--- src/hdl/mam_params.svh ---
/*
 Constants of the register read responder: frame characters, fixed
 field values, register addresses and frame lengths.
 Assumes inclusion by bare name from any file that needs them.
*/
`ifndef MAM_PARAMS_SVH
`define MAM_PARAMS_SVH

// Frame delimiters.
`define MAM_HDR        8'h3A
`define MAM_CR         8'h0D
`define MAM_LF         8'h0A

// Fixed field values.
`define MAM_FN_READ    8'h03
`define MAM_BYTE_CNT   8'h02
`define MAM_REG_CNT    16'h0001
`define MAM_ADDR_SPEC  16'h9012
`define MAM_ADDR_ZONE  16'h9013

// Hex characters between header and trailer of a query.
`define MAM_BODY_CHARS 4'h0E
// Last character index of a reply (15 characters, 0 to 14).
`define MAM_REPLY_LAST 4'h0E

`endif

--- src/hdl/mam_pkg.sv ---
/*
 Types of the register read responder: receive/send state and the
 packed state record of the module.
 Assumes the constants header is available.
*/
package mam_pkg;

    // Frame handling states.
    typedef enum logic [2:0] {
        MAM_HUNT = 3'b000,
        MAM_BODY = 3'b001,
        MAM_CR   = 3'b010,
        MAM_LF   = 3'b011,
        MAM_SEND = 3'b100
    } mam_state_type;

    // Whole state of the responder.
    typedef struct packed {
        mam_state_type state;
        logic [3:0]    cnt;
        logic [55:0]   body;
        logic          bad;
        logic [3:0]    idx;
        logic [47:0]   rep;
        logic [7:0]    tx_char;
        logic          tx_valid;
        logic [3:0]    ax1;
        logic [3:0]    ax2;
        logic [15:0]   sp1;
        logic [15:0]   sp2;
        logic [15:0]   zn1;
        logic [15:0]   zn2;
    } mam_regs_type;

endpackage : mam_pkg

--- src/hdl/mam_responder.sv ---
/*
 ASCII register read responder: parses framed read queries from a
 character stream and answers the special input and zone output words.
 Assumes a character receiver and transmitter on clk_in; the axis
 number and both status words come from pins and are synchronised.
*/
`timescale 1ns/100ps
`include "mam_params.svh"

// How it works
// - Slave address is axis number plus one, 01 to 10, two hex characters.
// - Queries use function 03; the reply repeats 03.
// - Start 9012 with count one returns the special input word.
// - Special input word follows the non-normal input ports.
// - Start 9013 with count one returns the zone status word.
// - Zone status word shows the current zone outputs.
// - Reply carries byte count 02 then four data hex characters.
// - Query and reply carry a two character LRC, checked on receipt.
// - Frames end with CR LF, which marks the message end.
// - Query is 17 characters, reply 15 characters.
// - Every byte travels as two ASCII hex characters.
module mam_responder (
    // Clock and reset.
    input  wire logic        clk_in,
    input  wire logic        srst_in,
    // Received characters.
    input  wire logic [7:0]  rx_char_in,
    input  wire logic        rx_valid_in,
    // Characters to send.
    output logic      [7:0]  tx_char_out,
    output logic             tx_valid_out,
    input  wire logic        tx_ready_in,
    // Pin inputs.
    input  wire logic [3:0]  axis_in,
    input  wire logic [15:0] special_port_in,
    input  wire logic [15:0] zone_out_in
);

    ////////////////////////////////////////////////////////////////////
    // Helper functions.

    // Decodes a hex character; bit 4 flags a non-hex character.
    function automatic logic [4:0] hex_val(input logic [7:0] c);
        logic [7:0] t;
        t = 8'h00;
        if (c >= 8'h30 && c <= 8'h39) begin
            t = c - 8'h30;
            return {1'b0, t[3:0]};
        end else if (c >= 8'h41 && c <= 8'h46) begin
            t = c - 8'h37;
            return {1'b0, t[3:0]};
        end else if (c >= 8'h61 && c <= 8'h66) begin
            t = c - 8'h57;
            return {1'b0, t[3:0]};
        end
        return 5'h10;
    endfunction : hex_val

    // Encodes a nibble as an upper case hex character.
    function automatic logic [7:0] to_hex(input logic [3:0] n);
        return (n < 4'hA) ? 8'h30 + {4'h0, n} : 8'h37 + {4'h0, n};
    endfunction : to_hex

    // Sums seven bytes modulo 256.
    function automatic logic [7:0] byte_sum(input logic [55:0] b);
        logic [7:0] s;
        s = 8'h00;
        for (int i = 0; i < 7; i++) begin
            s = s + b[i*8 +: 8];
        end
        return s;
    endfunction : byte_sum

    // Character at a reply index: header, twelve hex digits, CR, LF.
    function automatic logic [7:0] reply_char(input logic [47:0] rep,
                                              input logic [3:0]  idx);
        logic [47:0] t;
        t = rep << {idx - 4'h1, 2'b00};
        if (idx == 4'h0) begin
            return `MAM_HDR;
        end else if (idx == 4'hD) begin
            return `MAM_CR;
        end else if (idx == 4'hE) begin
            return `MAM_LF;
        end
        return to_hex(t[47:44]);
    endfunction : reply_char

    ////////////////////////////////////////////////////////////////////
    // State.

    mam_pkg::mam_regs_type r;
    mam_pkg::mam_regs_type next_r;
    logic [4:0]            hv;
    logic [7:0]            own_addr;
    logic [15:0]           data_word;
    logic                  query_ok;
    logic                  hs;

    // Own address and the checks applied to a complete query.
    assign own_addr  = {4'h0, r.ax2} + 8'h01;
    assign data_word = (r.body[39:24] == `MAM_ADDR_SPEC) ? r.sp2 : r.zn2;
    assign hv        = hex_val(rx_char_in);
    assign hs        = r.tx_valid && tx_ready_in;
    assign query_ok  = !r.bad && r.body[55:48] == own_addr
        && r.body[47:40] == `MAM_FN_READ
        && (r.body[39:24] == `MAM_ADDR_SPEC
            || r.body[39:24] == `MAM_ADDR_ZONE)
        && r.body[23:8] == `MAM_REG_CNT
        && byte_sum(r.body) == 8'h00;

    // Next state: synchronisers, query parsing and reply sending.
    always_comb begin
        next_r     = r;
        next_r.ax1 = axis_in;
        next_r.ax2 = r.ax1;
        next_r.sp1 = special_port_in;
        next_r.sp2 = r.sp1;
        next_r.zn1 = zone_out_in;
        next_r.zn2 = r.zn1;
        case (r.state)
            mam_pkg::MAM_HUNT: begin
                next_r.state = mam_pkg::MAM_HUNT;
            end
            mam_pkg::MAM_BODY: begin
                if (rx_valid_in) begin
                    next_r.body = {r.body[51:0], hv[3:0]};
                    next_r.bad  = r.bad | hv[4];
                    next_r.cnt  = r.cnt + 4'h1;
                    if (r.cnt == `MAM_BODY_CHARS - 4'h1) begin
                        next_r.state = mam_pkg::MAM_CR;
                    end
                end
            end
            mam_pkg::MAM_CR: begin
                if (rx_valid_in) begin
                    next_r.state = (rx_char_in == `MAM_CR) ? mam_pkg::MAM_LF
                                                           : mam_pkg::MAM_HUNT;
                end
            end
            mam_pkg::MAM_LF: begin
                if (rx_valid_in) begin
                    next_r.state = mam_pkg::MAM_HUNT;
                    if (rx_char_in == `MAM_LF && query_ok) begin
                        next_r.state    = mam_pkg::MAM_SEND;
                        next_r.rep      = {own_addr, `MAM_FN_READ, `MAM_BYTE_CNT,
                                           data_word,
                                           8'h00 - byte_sum({16'h0000, own_addr,
                                           `MAM_FN_READ, `MAM_BYTE_CNT,
                                           data_word})};
                        next_r.idx      = 4'h0;
                        next_r.tx_char  = `MAM_HDR;
                        next_r.tx_valid = 1'b1;
                    end
                end
            end
            mam_pkg::MAM_SEND: begin
                if (hs) begin
                    if (r.idx == `MAM_REPLY_LAST) begin
                        next_r.tx_valid = 1'b0;
                        next_r.state    = mam_pkg::MAM_HUNT;
                    end else begin
                        next_r.idx     = r.idx + 4'h1;
                        next_r.tx_char = reply_char(r.rep, r.idx + 4'h1);
                    end
                end
            end
            default: begin
                next_r.state = mam_pkg::MAM_HUNT;
            end
        endcase
        // A header character restarts reception unless a reply is going out.
        if (rx_valid_in && rx_char_in == `MAM_HDR && r.state != mam_pkg::MAM_SEND) begin
            next_r.state = mam_pkg::MAM_BODY;
            next_r.cnt   = 4'h0;
            next_r.bad   = 1'b0;
        end
    end

    // State register.
    always_ff @(posedge clk_in) begin
        if (srst_in) begin
            r <= '0;
        end else begin
            r <= next_r;
        end
    end

    assign tx_char_out  = r.tx_char;
    assign tx_valid_out = r.tx_valid;
endmodule : mam_responder

--- config.mk ---
export PLATFORM = sky130hd
export DESIGN_NAME = mam_responder
export DESIGN_NICKNAME = d
export VERILOG_FILES = /design/src/hdl/mam_pkg.sv /design/src/hdl/mam_responder.sv
export VERILOG_INCLUDE_DIRS = /design/src /design/src/hdl
export SDC_FILE = /design/constraint.sdc
export NUM_CORES = 1
export LEC_CHECK = 0
export CELL_PAD_IN_SITES_DETAIL_PLACEMENT = 0
export CELL_PAD_IN_SITES_GLOBAL_PLACEMENT = 1
export CORE_UTILIZATION = 25
export CTS_CLUSTER_SIZE = 8
export DETAILED_ROUTE_END_ITERATION = 10
export DONT_BUFFER_PORTS = 1
export PLACE_DENSITY = 0.5
export SLEW_MARGIN = 5
export SYNTH_ARGS = -nofsm -noshare
export SYNTH_HDL_FRONTEND = slang
export SYNTH_SLANG_ARGS = --single-unit
--- constraint.sdc ---
create_clock -name clk_in -period 4.3 [get_ports clk_in]
set_input_delay 0.215 -clock clk_in [delete_from_list [all_inputs] [get_ports clk_in]]
set_output_delay 0.215 -clock clk_in [all_outputs]
set_load 0.02 [all_outputs]
# == Word level (Yosys, flattened, before mapping) ==
# Cells that the tools add are included.
# op_classes
n_reduce_logical,24
magnitude_cmp,7
eq_ne,31
muxes,39
n_bitwise,1
n_addsub,20
n_shift,1
# ops
operator,count
two-way mux 61 bit,3
two-way mux 64 bit,1
adder 8 bit,7
<< shifter 48 x 6 -> 48 bit,1
two-way mux 8 bit,5
"equality test 16 bit, second input constant",2
two-way mux 5 bit,5
"inequality test 3 bit, second input constant",7
two-way mux 3 bit,6
one-hot mux 9 bit (2 select lines),1
"adder 8 x 2 -> 8 bit, second input constant",2
"equality test 16 x 1 -> 1 bit, second input constant",1
"equality test 4 bit, second input constant",4
"equality test 8 x 4 -> 1 bit, second input constant",2
"greater-or-equal comparator 8 x 7 -> 1 bit, second input constant",2
"<= comparator 8 x 7 -> 1 bit, second input constant",2
two-way mux 16 bit,1
"inequality test 2 bit, second input constant",8
"adder 6 x 4 -> 7 bit, first input constant",2
logical AND 1 bit,12
one-hot mux 3 bit (4 select lines),1
AND reduction 6 bit,2
two-way mux 1 bit,10
AND reduction 5 bit,2
other kinds (29),34
# totals
word_cells,138
out_inout_bits,9
input_bits,48
register_bits,184

# == Longest topological paths before layout ==
# Gate-level depths: netlist of run 1.
# logic_depth
depth_word,13
ltp_mapped,20
ltp_nobuf,18

# == Worst setup path before layout of run 1 ==
# No wires, ideal clock.
# synth_timing
path_type,register to register
from,register r[137] (netlist bit)
to,register r[82] (netlist bit)
setup_time_ps,128
n_path_buf,1
synth_period_minus_slack_ps,4685
required_time_ps,4172
path_stages_with_launch,16
path_slack_ps,-385
arrival_ps,4558
path_cell_list,dfxtp_1 fa_1 inv_1 fa_1 fa_1 inv_1 fa_1 ha_1 nor2b_1 or4_1 a211oi_1 o21ai_0 nor4_4 buf_6 mux2i_1 nor2_1
# synth_via
elab_chain_len,10
# synth_lines
item,line_no,source
start: declaration,mam_responder.sv:92,mam_pkg::mam_regs_type r;
start signal: assignment,mam_responder.sv:185,r <= next_r;
adder 8 bit (6 in a row),mam_responder.sv:69,s = s + b[i*8 +: 8];
logical NOT 8 bit,mam_responder.sv:110,&& byte_sum(r.body) == 8'h00;
logical AND 1 bit,mam_responder.sv:105,assign query_ok = !r.bad && r.body[55:48] == own_addr
logical AND 1 bit,mam_responder.sv:144,if (rx_char_in == `MAM_LF && query_ok) begin
AND reduction 3 bit (no source line),-,
# Every way passes these cells.
# A chain may end at the register's enable or synchronous reset.

# == Worst setup path after layout of run 1 ==
# layout_timing
from,register r[179] (netlist bit)
to,register r[87] (netlist bit)
# layout_via
elab_chain_len,7
word_cells_on_any_way,10
classes_between,add/sub (2); eq/ne (1); reduce/logical (7)
# layout_lines
item,line_no
branches (longest 4 deep; another with adder 8 bit),-
logical AND 1 bit (*),mam_responder.sv:105
logical AND 1 bit (*),mam_responder.sv:144
AND reduction 3 bit (no source line) (*),-
# Mark *: on every way between the ends.

==> flow_metrics.env, run 1 <==
export IMPL_yosysMostFrequentCell="dfxtp_1"
export IMPL_slowest_stage="fa_1"
export IMPL_synthTopCellsByArea="dfxtp_1, fa_1, nor2b_1, nand2_1, ha_1"
export IMPL_wirelength_mm=25.5
export IMPL_seqPwrFrac=0.491
export IMPL_gp_congestion=0.784
export IMPL_ant_nets=0
export IMPL_synth_edf_count=0
export IMPL_fin_crit_ps=4670
export IMPL_setup_viol=43
export IMPL_syn_area_sq_um=8890
export IMPL_crit_path_max_fanout=9
export IMPL_synth_top_area_share=0.401
export IMPL_drv_slew=0
export IMPL_critPathMaxStageDelay_ps=560
export IMPL_fin_nets=1306
export IMPL_dieArea_sq_um=36300
export IMPL_start_util=0.255
export IMPL_vias=7398
export IMPL_skew_ps=17.4
export IMPL_cp_arrival_ps=5000
export IMPL_yosysTopAreaCell="dfxtp_1"
export IMPL_status="finished with violations"
export IMPL_syn_num_nets=1084
export IMPL_dp_hpwl_mm=17.6
export IMPL_critPathLaunchType="register"
export IMPL_pre_cts_ws_ps=-402
export IMPL_timing_final_crit_share=1.09
export IMPL_setup_tns_ps=-12850
export IMPL_avgSynthCellArea_sq_um=9.20
export IMPL_clk_path_buf_depth=2
export IMPL_worstPathRequired_ps=4630
export IMPL_rrSetupSlack_ps=-370
export IMPL_fp_dieW_microns=191
export IMPL_wl_per_cell_microns=15.4
export IMPL_fin_hold_ws_ps=-153
export IMPL_post_route_util=0.362
export IMPL_swShare=0.246
export IMPL_power_density_nw_per_um2=273
export IMPL_cts_hold_buffers=163
export IMPL_layout_drive_gt1_share=0.182
export IMPL_critPathCaptureType="register"
export IMPL_antenna_found_initial=0
export IMPL_syn2layout_area_growth_pct=41.6
export IMPL_drc=0
export IMPL_num_io_pins=57
export IMPL_yosysUniqueCellTypes=63
export IMPL_worst_slack_ps=-372
export IMPL_fin_cells=1657
export IMPL_cts_sinks=178
export IMPL_worst_slew_pin_slew_ps=1030
export IMPL_p_switching_mw=0.847
export IMPL_async_reset_ff_frac=0
export IMPL_cpMostUsedCell="fa_1"
export IMPL_clk_pin_slew_ps=80
export IMPL_finalHoldViolCount=39
export IMPL_synth_ff_type="dfxtp_1"
export IMPL_power_total_mw=3.44
export IMPL_yosys_warnings=0
export IMPL_synth_seq_area_share=0.401
export IMPL_grt_max_degree=175
export IMPL_core_sq_um=34800
export IMPL_p_clk_frac=0.457
export IMPL_slew_headroom=0.309
export IMPL_grt_pass1_vias=7367
export IMPL_fill_cells=3519
export IMPL_min_path_type="primary input to register"
export IMPL_grt_pass1_wl_mm=41.0
export IMPL_dp_cells=1445
export IMPL_die_h_microns=191
export IMPL_synthTopCellsByCount="dfxtp_1, nand2_1, nor2b_1, a21oi_1, inv_1"
export IMPL_cts_buffers=17
export IMPL_track_usage=0.147
export IMPL_io_buffers=0
export IMPL_irDropWorstVdd_v=0.000219
export IMPL_synthCells=966
export IMPL_htreeDepth=4
export IMPL_ys_ff_latch=178
export IMPL_cts_root_buf="clkbuf_16"
export IMPL_p_leak_nw=5.01
export IMPL_worstPathCellList="fa_1, inv_2, fa_1, fa_1, inv_1, fa_1, ha_4, or4_4, a211oi_4, buf_4, o21ai_2, nor4_4, buf_6, clkbuf_16, mux2i_1, nor2_1"
export IMPL_p_int_mw=2.59
export IMPL_vias_per_cell=4.46
export IMPL_drtIter0Drc=402
export IMPL_rsz0062_at_grt="true"
export IMPL_cap_violations=0
export IMPL_violations="negative hold slack, negative setup slack"
export IMPL_fmax_mhz=214
export IMPL_overflow=0
export IMPL_cts_tree="built"
export IMPL_pwr_share_comb=0.052
export IMPL_worstSetupPathType="register to register"
export IMPL_row_count=68
export IMPL_clkLatencyLatePin_ps=440
export IMPL_dr_pass1_iters=5
## cell type report
class / count / area [sq um] / share of cell area
antenna: 1 / 2.50 / 0.000199
clock buffer: 18 / 439 / 0.0349
clock inverter: 14 / 156 / 0.0124
inverter: 66 / 250 / 0.0199
multi-input combinational: 666 / 5090 / 0.405
sequential: 178 / 3580 / 0.284
tap: 455 / 569 / 0.0452
timing repair buffer: 259 / 2500 / 0.199
## registers in the layout, summed over array words and instances, names as in the netlist
signal and cells:
tx_char_out 7, tx_valid_out 1, next_r 36, r 134
## per-layer routing
metal,GRT usage,vias up,share of wire
met3,0.0259,27,0.035
met5,0,-,0
li1,-,3666,-
met2,0.228,114,0.45
met1,0.208,3591,0.50
met4,0.0418,0,0.015
## metrics by stage
step | hold slack [ps] | instance area [sq um]
final | -153 | 12600
after global routing | -178 | 12600
after CTS | -157 | 12400
after detailed placement | 319 | 9950
after global placement | 319 | 9950
after floorplan | 343 | 9000
## cell families (layout without fill, tap and decap cells)
logic type,after synthesis,count (layout),synth area share
AOI/OAI and AO/OA,138,138,0.0949
xor gates and xnor gates,33,33,0.0351
adders and majority gates,70,70,0.131
other,1,2,0.000422
and+or+nand+nor,372,372,0.217
buffers and inverters,122,357,0.0572
DFF,178,178,0.401
muxes,52,52,0.0633
## repair_timing
item                                   4_1_cts  5_1_grt
setup buffers                                4       10
pin swaps                                    4       28
setup endpoints to repair                   43       43
gates resized for setup                     27       36
cloned                                       3        2
endpoints found under the hold margin      170       39
## final timing paths
path                               from     end  cells after the start
worst min-delay path            srst_in  r[132]                      1
worst max register to register   r[179]   r[87]                     16
worst min register to register   r[122]  r[122]                      2
worst max-delay path             r[179]   r[87]                     16
## cells in the final DEF (no fill, tap or decap), drive strengths merged, types with 5 or more instances in the layout
| cell type | instances |
|---|---|
| a211oi | 17 |
| nor3 | 13 |
| nor4b | 10 |
| nand2 | 129 |
| o21ai | 12 |
| dlygate4sd3 | 163 |
| nand4 | 9 |
| nand2b | 8 |
| inv | 74 |
| xor2 | 8 |
| dfxtp | 178 |
| mux2 | 14 |
| clkbuf | 20 |
| fa | 39 |
| ha | 31 |
| clkinv | 5 |
| nor2b | 80 |
| mux2i | 36 |
| o31ai | 8 |
| nand3 | 11 |
| nor4 | 11 |
| buf | 94 |
| xnor2 | 24 |
| nor2 | 65 |
| a21oi | 71 |
## power groups by stage
stage / clock [mW] / sequential (mW) / combinational [mW]
floorplan: 0 / 1.72 / 0.101
global placement: 0 / 1.73 / 0.115
detailed placement: 0 / 1.73 / 0.115
CTS: 1.61 / 1.69 / 0.181
global route: 1.69 / 1.69 / 0.201
finish: 1.57 / 1.69 / 0.180
## critical path, delay by kind of cell (launching register included)
| family | cells | cell delay [ps] |
|---|---|---|
| AO/OA/AOI/OAI | 2 | 330 |
| adder cells (fa/ha/maj) | 5 | 2330 |
| buffers and inverters | 5 | 610 |
| flip-flops | 1 | 340 |
| multiplexers | 1 | 180 |
| AND/OR/NAND/NOR | 3 | 770 |
Power figures use the tool's default switching activity.
==> run 2: changes to the inputs <==
--- a/config.mk
+++ b/config.mk
@@ -12,7 +12,7 @@
 export CTS_CLUSTER_SIZE = 8
 export DETAILED_ROUTE_END_ITERATION = 10
 export DONT_BUFFER_PORTS = 1
-export PLACE_DENSITY = 0.5
+export PLACE_DENSITY = 0.48
 export SLEW_MARGIN = 5
 export SYNTH_ARGS = -nofsm -noshare
 export SYNTH_HDL_FRONTEND = slang
==> constraint.sdc (replaced) <==
create_clock -name clk_in -period 4.4 [get_ports clk_in]
set_input_delay 0.22 -clock clk_in [delete_from_list [all_inputs] [get_ports clk_in]]
set_output_delay 0.22 -clock clk_in [all_outputs]
set_load 0.02 [all_outputs]
==> run 2 against run 1 <==
  * Critical endpoint is now r[121]
  * Highest routed layer unchanged
  * Via count down 0.99%
  * The flow finishes with violations (negative setup slack)
  * Worst setup slack gained 110 ps
  * Final area grew 0.12%
  * Non-clock buffer count shrank 12
  * Clock skew is 4.6 ps lower
  * Worst hold slack gained 170 ps
  * First-iteration DRC count fell by 25%
  * Power shrank 0.81%
  * Critical path type unchanged
  * Flip-flop and latch count unchanged
  * Final cell count fell by 0.78%
  * Fmax grew 0.19%
==> flow_metrics.env, run 2 (same netlist as run 1, synthesis figures left out) <==
export IMPL_status="finished with violations"
export IMPL_violations="negative setup slack"
export IMPL_grt_pass1_vias=7130
export IMPL_cts_sinks=178
export IMPL_critPathMaxStageDelay_ps=560
export IMPL_htreeDepth=4
export IMPL_antenna_cells=0
export IMPL_cts_tree="built"
export IMPL_largest_reg_flops=134
export IMPL_cts_root_buf="clkbuf_16"
export IMPL_min_path_type="primary input to register"
export IMPL_worstPathRequired_ps=4760
export IMPL_dieArea_sq_um=36300
export IMPL_num_io_pins=57
export IMPL_vias_per_cell=4.46
export IMPL_start_util=0.255
export IMPL_critPathLaunchType="register"
export IMPL_die_h_microns=191
export IMPL_gp_congestion=0.774
export IMPL_worst_slew_pin_slew_ps=1190
export IMPL_fin_hold_ws_ps=12.5
export IMPL_syn2layout_area_growth_pct=41.7
export IMPL_final_cell_mix="dlygate4sd3_1, dfxtp_1, nand2_1"
export IMPL_io_buffers=0
export IMPL_cpMostUsedCell="fa_1"
export IMPL_setup_viol=43
export IMPL_slowest_stage="fa_1"
export IMPL_vias=7325
export IMPL_post_route_util=0.362
export IMPL_finalHoldViolCount=0
export IMPL_row_count=68
export IMPL_crit_path_max_fanout=11
export IMPL_regMostFlops="r"
export IMPL_fmax_mhz=214
export IMPL_drv_slew=0
export IMPL_clkLatencyLatePin_ps=440
export IMPL_ant_nets=0
export IMPL_fp_dieW_microns=191
export IMPL_worst_slack_ps=-263
export IMPL_cp_arrival_ps=5020
export IMPL_antenna_found_initial=0
export IMPL_multiInputGateArea_sq_um=5160
export IMPL_layout_drive_gt1_share=0.180
export IMPL_wirelength_mm=25.5
export IMPL_overflow=0
export IMPL_drtIter0Drc=303
export IMPL_skew_ps=12.8
export IMPL_rsz0062_at_grt="true"
export IMPL_seq_area_sq_um=3580
export IMPL_grt_max_degree=175
export IMPL_grt_pass1_wl_mm=39.5
export IMPL_critPathCaptureType="register"
export IMPL_wl_per_cell_microns=15.5
export IMPL_core_sq_um=34800
export IMPL_fill_cells=3557
export IMPL_track_usage=0.142
export IMPL_worstSetupPathType="register to register"
export IMPL_fin_crit_ps=4660
export IMPL_clk_path_buf_depth=2
export IMPL_fin_nets=1294
export IMPL_dp_hpwl_mm=16.7
export IMPL_dr_pass1_iters=5
export IMPL_power_density_nw_per_um2=271
export IMPL_cap_violations=0
export IMPL_p_leak_nw=4.96
export IMPL_drc=0
export IMPL_clk_pin_slew_ps=80
export IMPL_irDropWorstVdd_v=0.000286
export IMPL_cts_buffers=17
export IMPL_slew_headroom=0.207
export IMPL_timing_final_crit_share=1.06
export IMPL_worstPathCellList="fa_1, inv_2, fa_1, fa_1, inv_2, fa_1, ha_4, nor2b_4, or4_4, a211oi_4, o2111ai_2, nor3_4, buf_4, clkbuf_16, nor2_1, a211oi_1"
==> run 2: cell count changes in the layout (fill, tap and decap cells not counted), moves of 3 or more <==
cell / previous run / this run
dlygate4sd3_1: 163 / 166
nor2_4: 3 / 6
buf_4: 78 / 64
clkinv_8: 3 / 6
==> run 2: per-layer routing <==
layer / up-vias / wire length (microns) / global-route usage
li1: 3642 / - / -
met1: 3587 / 12900 / 0.198
met2: 82 / 11800 / 0.225
met3: 14 / 549 / 0.0236
met4: 0 / 253 / 0.0397
met5: - / 0 / 0
==> run 2: layout make-up <==
type | instances | share of cell area
multi-input combinational | 666 | 0.410
sequential | 178 | 0.284
timing repair buffer | 247 | 0.192
tap | 455 | 0.0452
clock buffer | 18 | 0.0349
inverter | 66 | 0.0197
clock inverter | 14 | 0.0143
==> run 2: repair_timing <==
action	in CTS	in global routing
gates cloned	1	3
endpoints found under the hold margin	169	39
hold buffers	166	1
setup buffers	6	9
pin swaps	6	29
resized for setup	23	60
endpoints found under the setup margin	43	43
==> run 2: worst max-delay path: cells and delay by family, from the launching register on <==
| family | cells | cell delay (ps) |
|---|---|---|
| adders and majority gates | 5 | 2340 |
| and+or+nand+nor | 4 | 800 |
| AOI/OAI and AO/OA | 3 | 640 |
| buffers and inverters | 4 | 470 |
| DFF | 1 | 340 |
==> run 2: path summary, 6_finish.rpt <==
kind,from,endpoint,slack [ps],cells after the start
setup / recovery,r[153],r[121],-260,16
hold / removal,srst_in,tx_char_out[6],10,2
hold reg to reg,r[124],r[124],500,2
setup reg to reg,r[153],r[121],-260,16
==> run 2: report_power, final <==
group	internal [mW]	leakage [nW]	total, mW	switching [mW]
combinational	0.109	3.21	0.177	0.0682
sequential	1.64	1.46	1.65	0.00878
clock	0.792	0.302	1.58	0.793
==> run 2: through the flow <==
step                std cells  total power [mW]  setup WS (ps)  setup TNS (ps)  cell area [sq um]
floorplan                 966              1.78          -13.1            -131               8950
detailed placement       1427              1.79           -264           -7050               9770
CTS                      1632              3.45           -230           -6780              12200
finish                   1644              3.41           -263           -8280              12600
global placement         1427              1.79           -238           -6760               9770
global route             1644              3.56           -401          -14760              12600
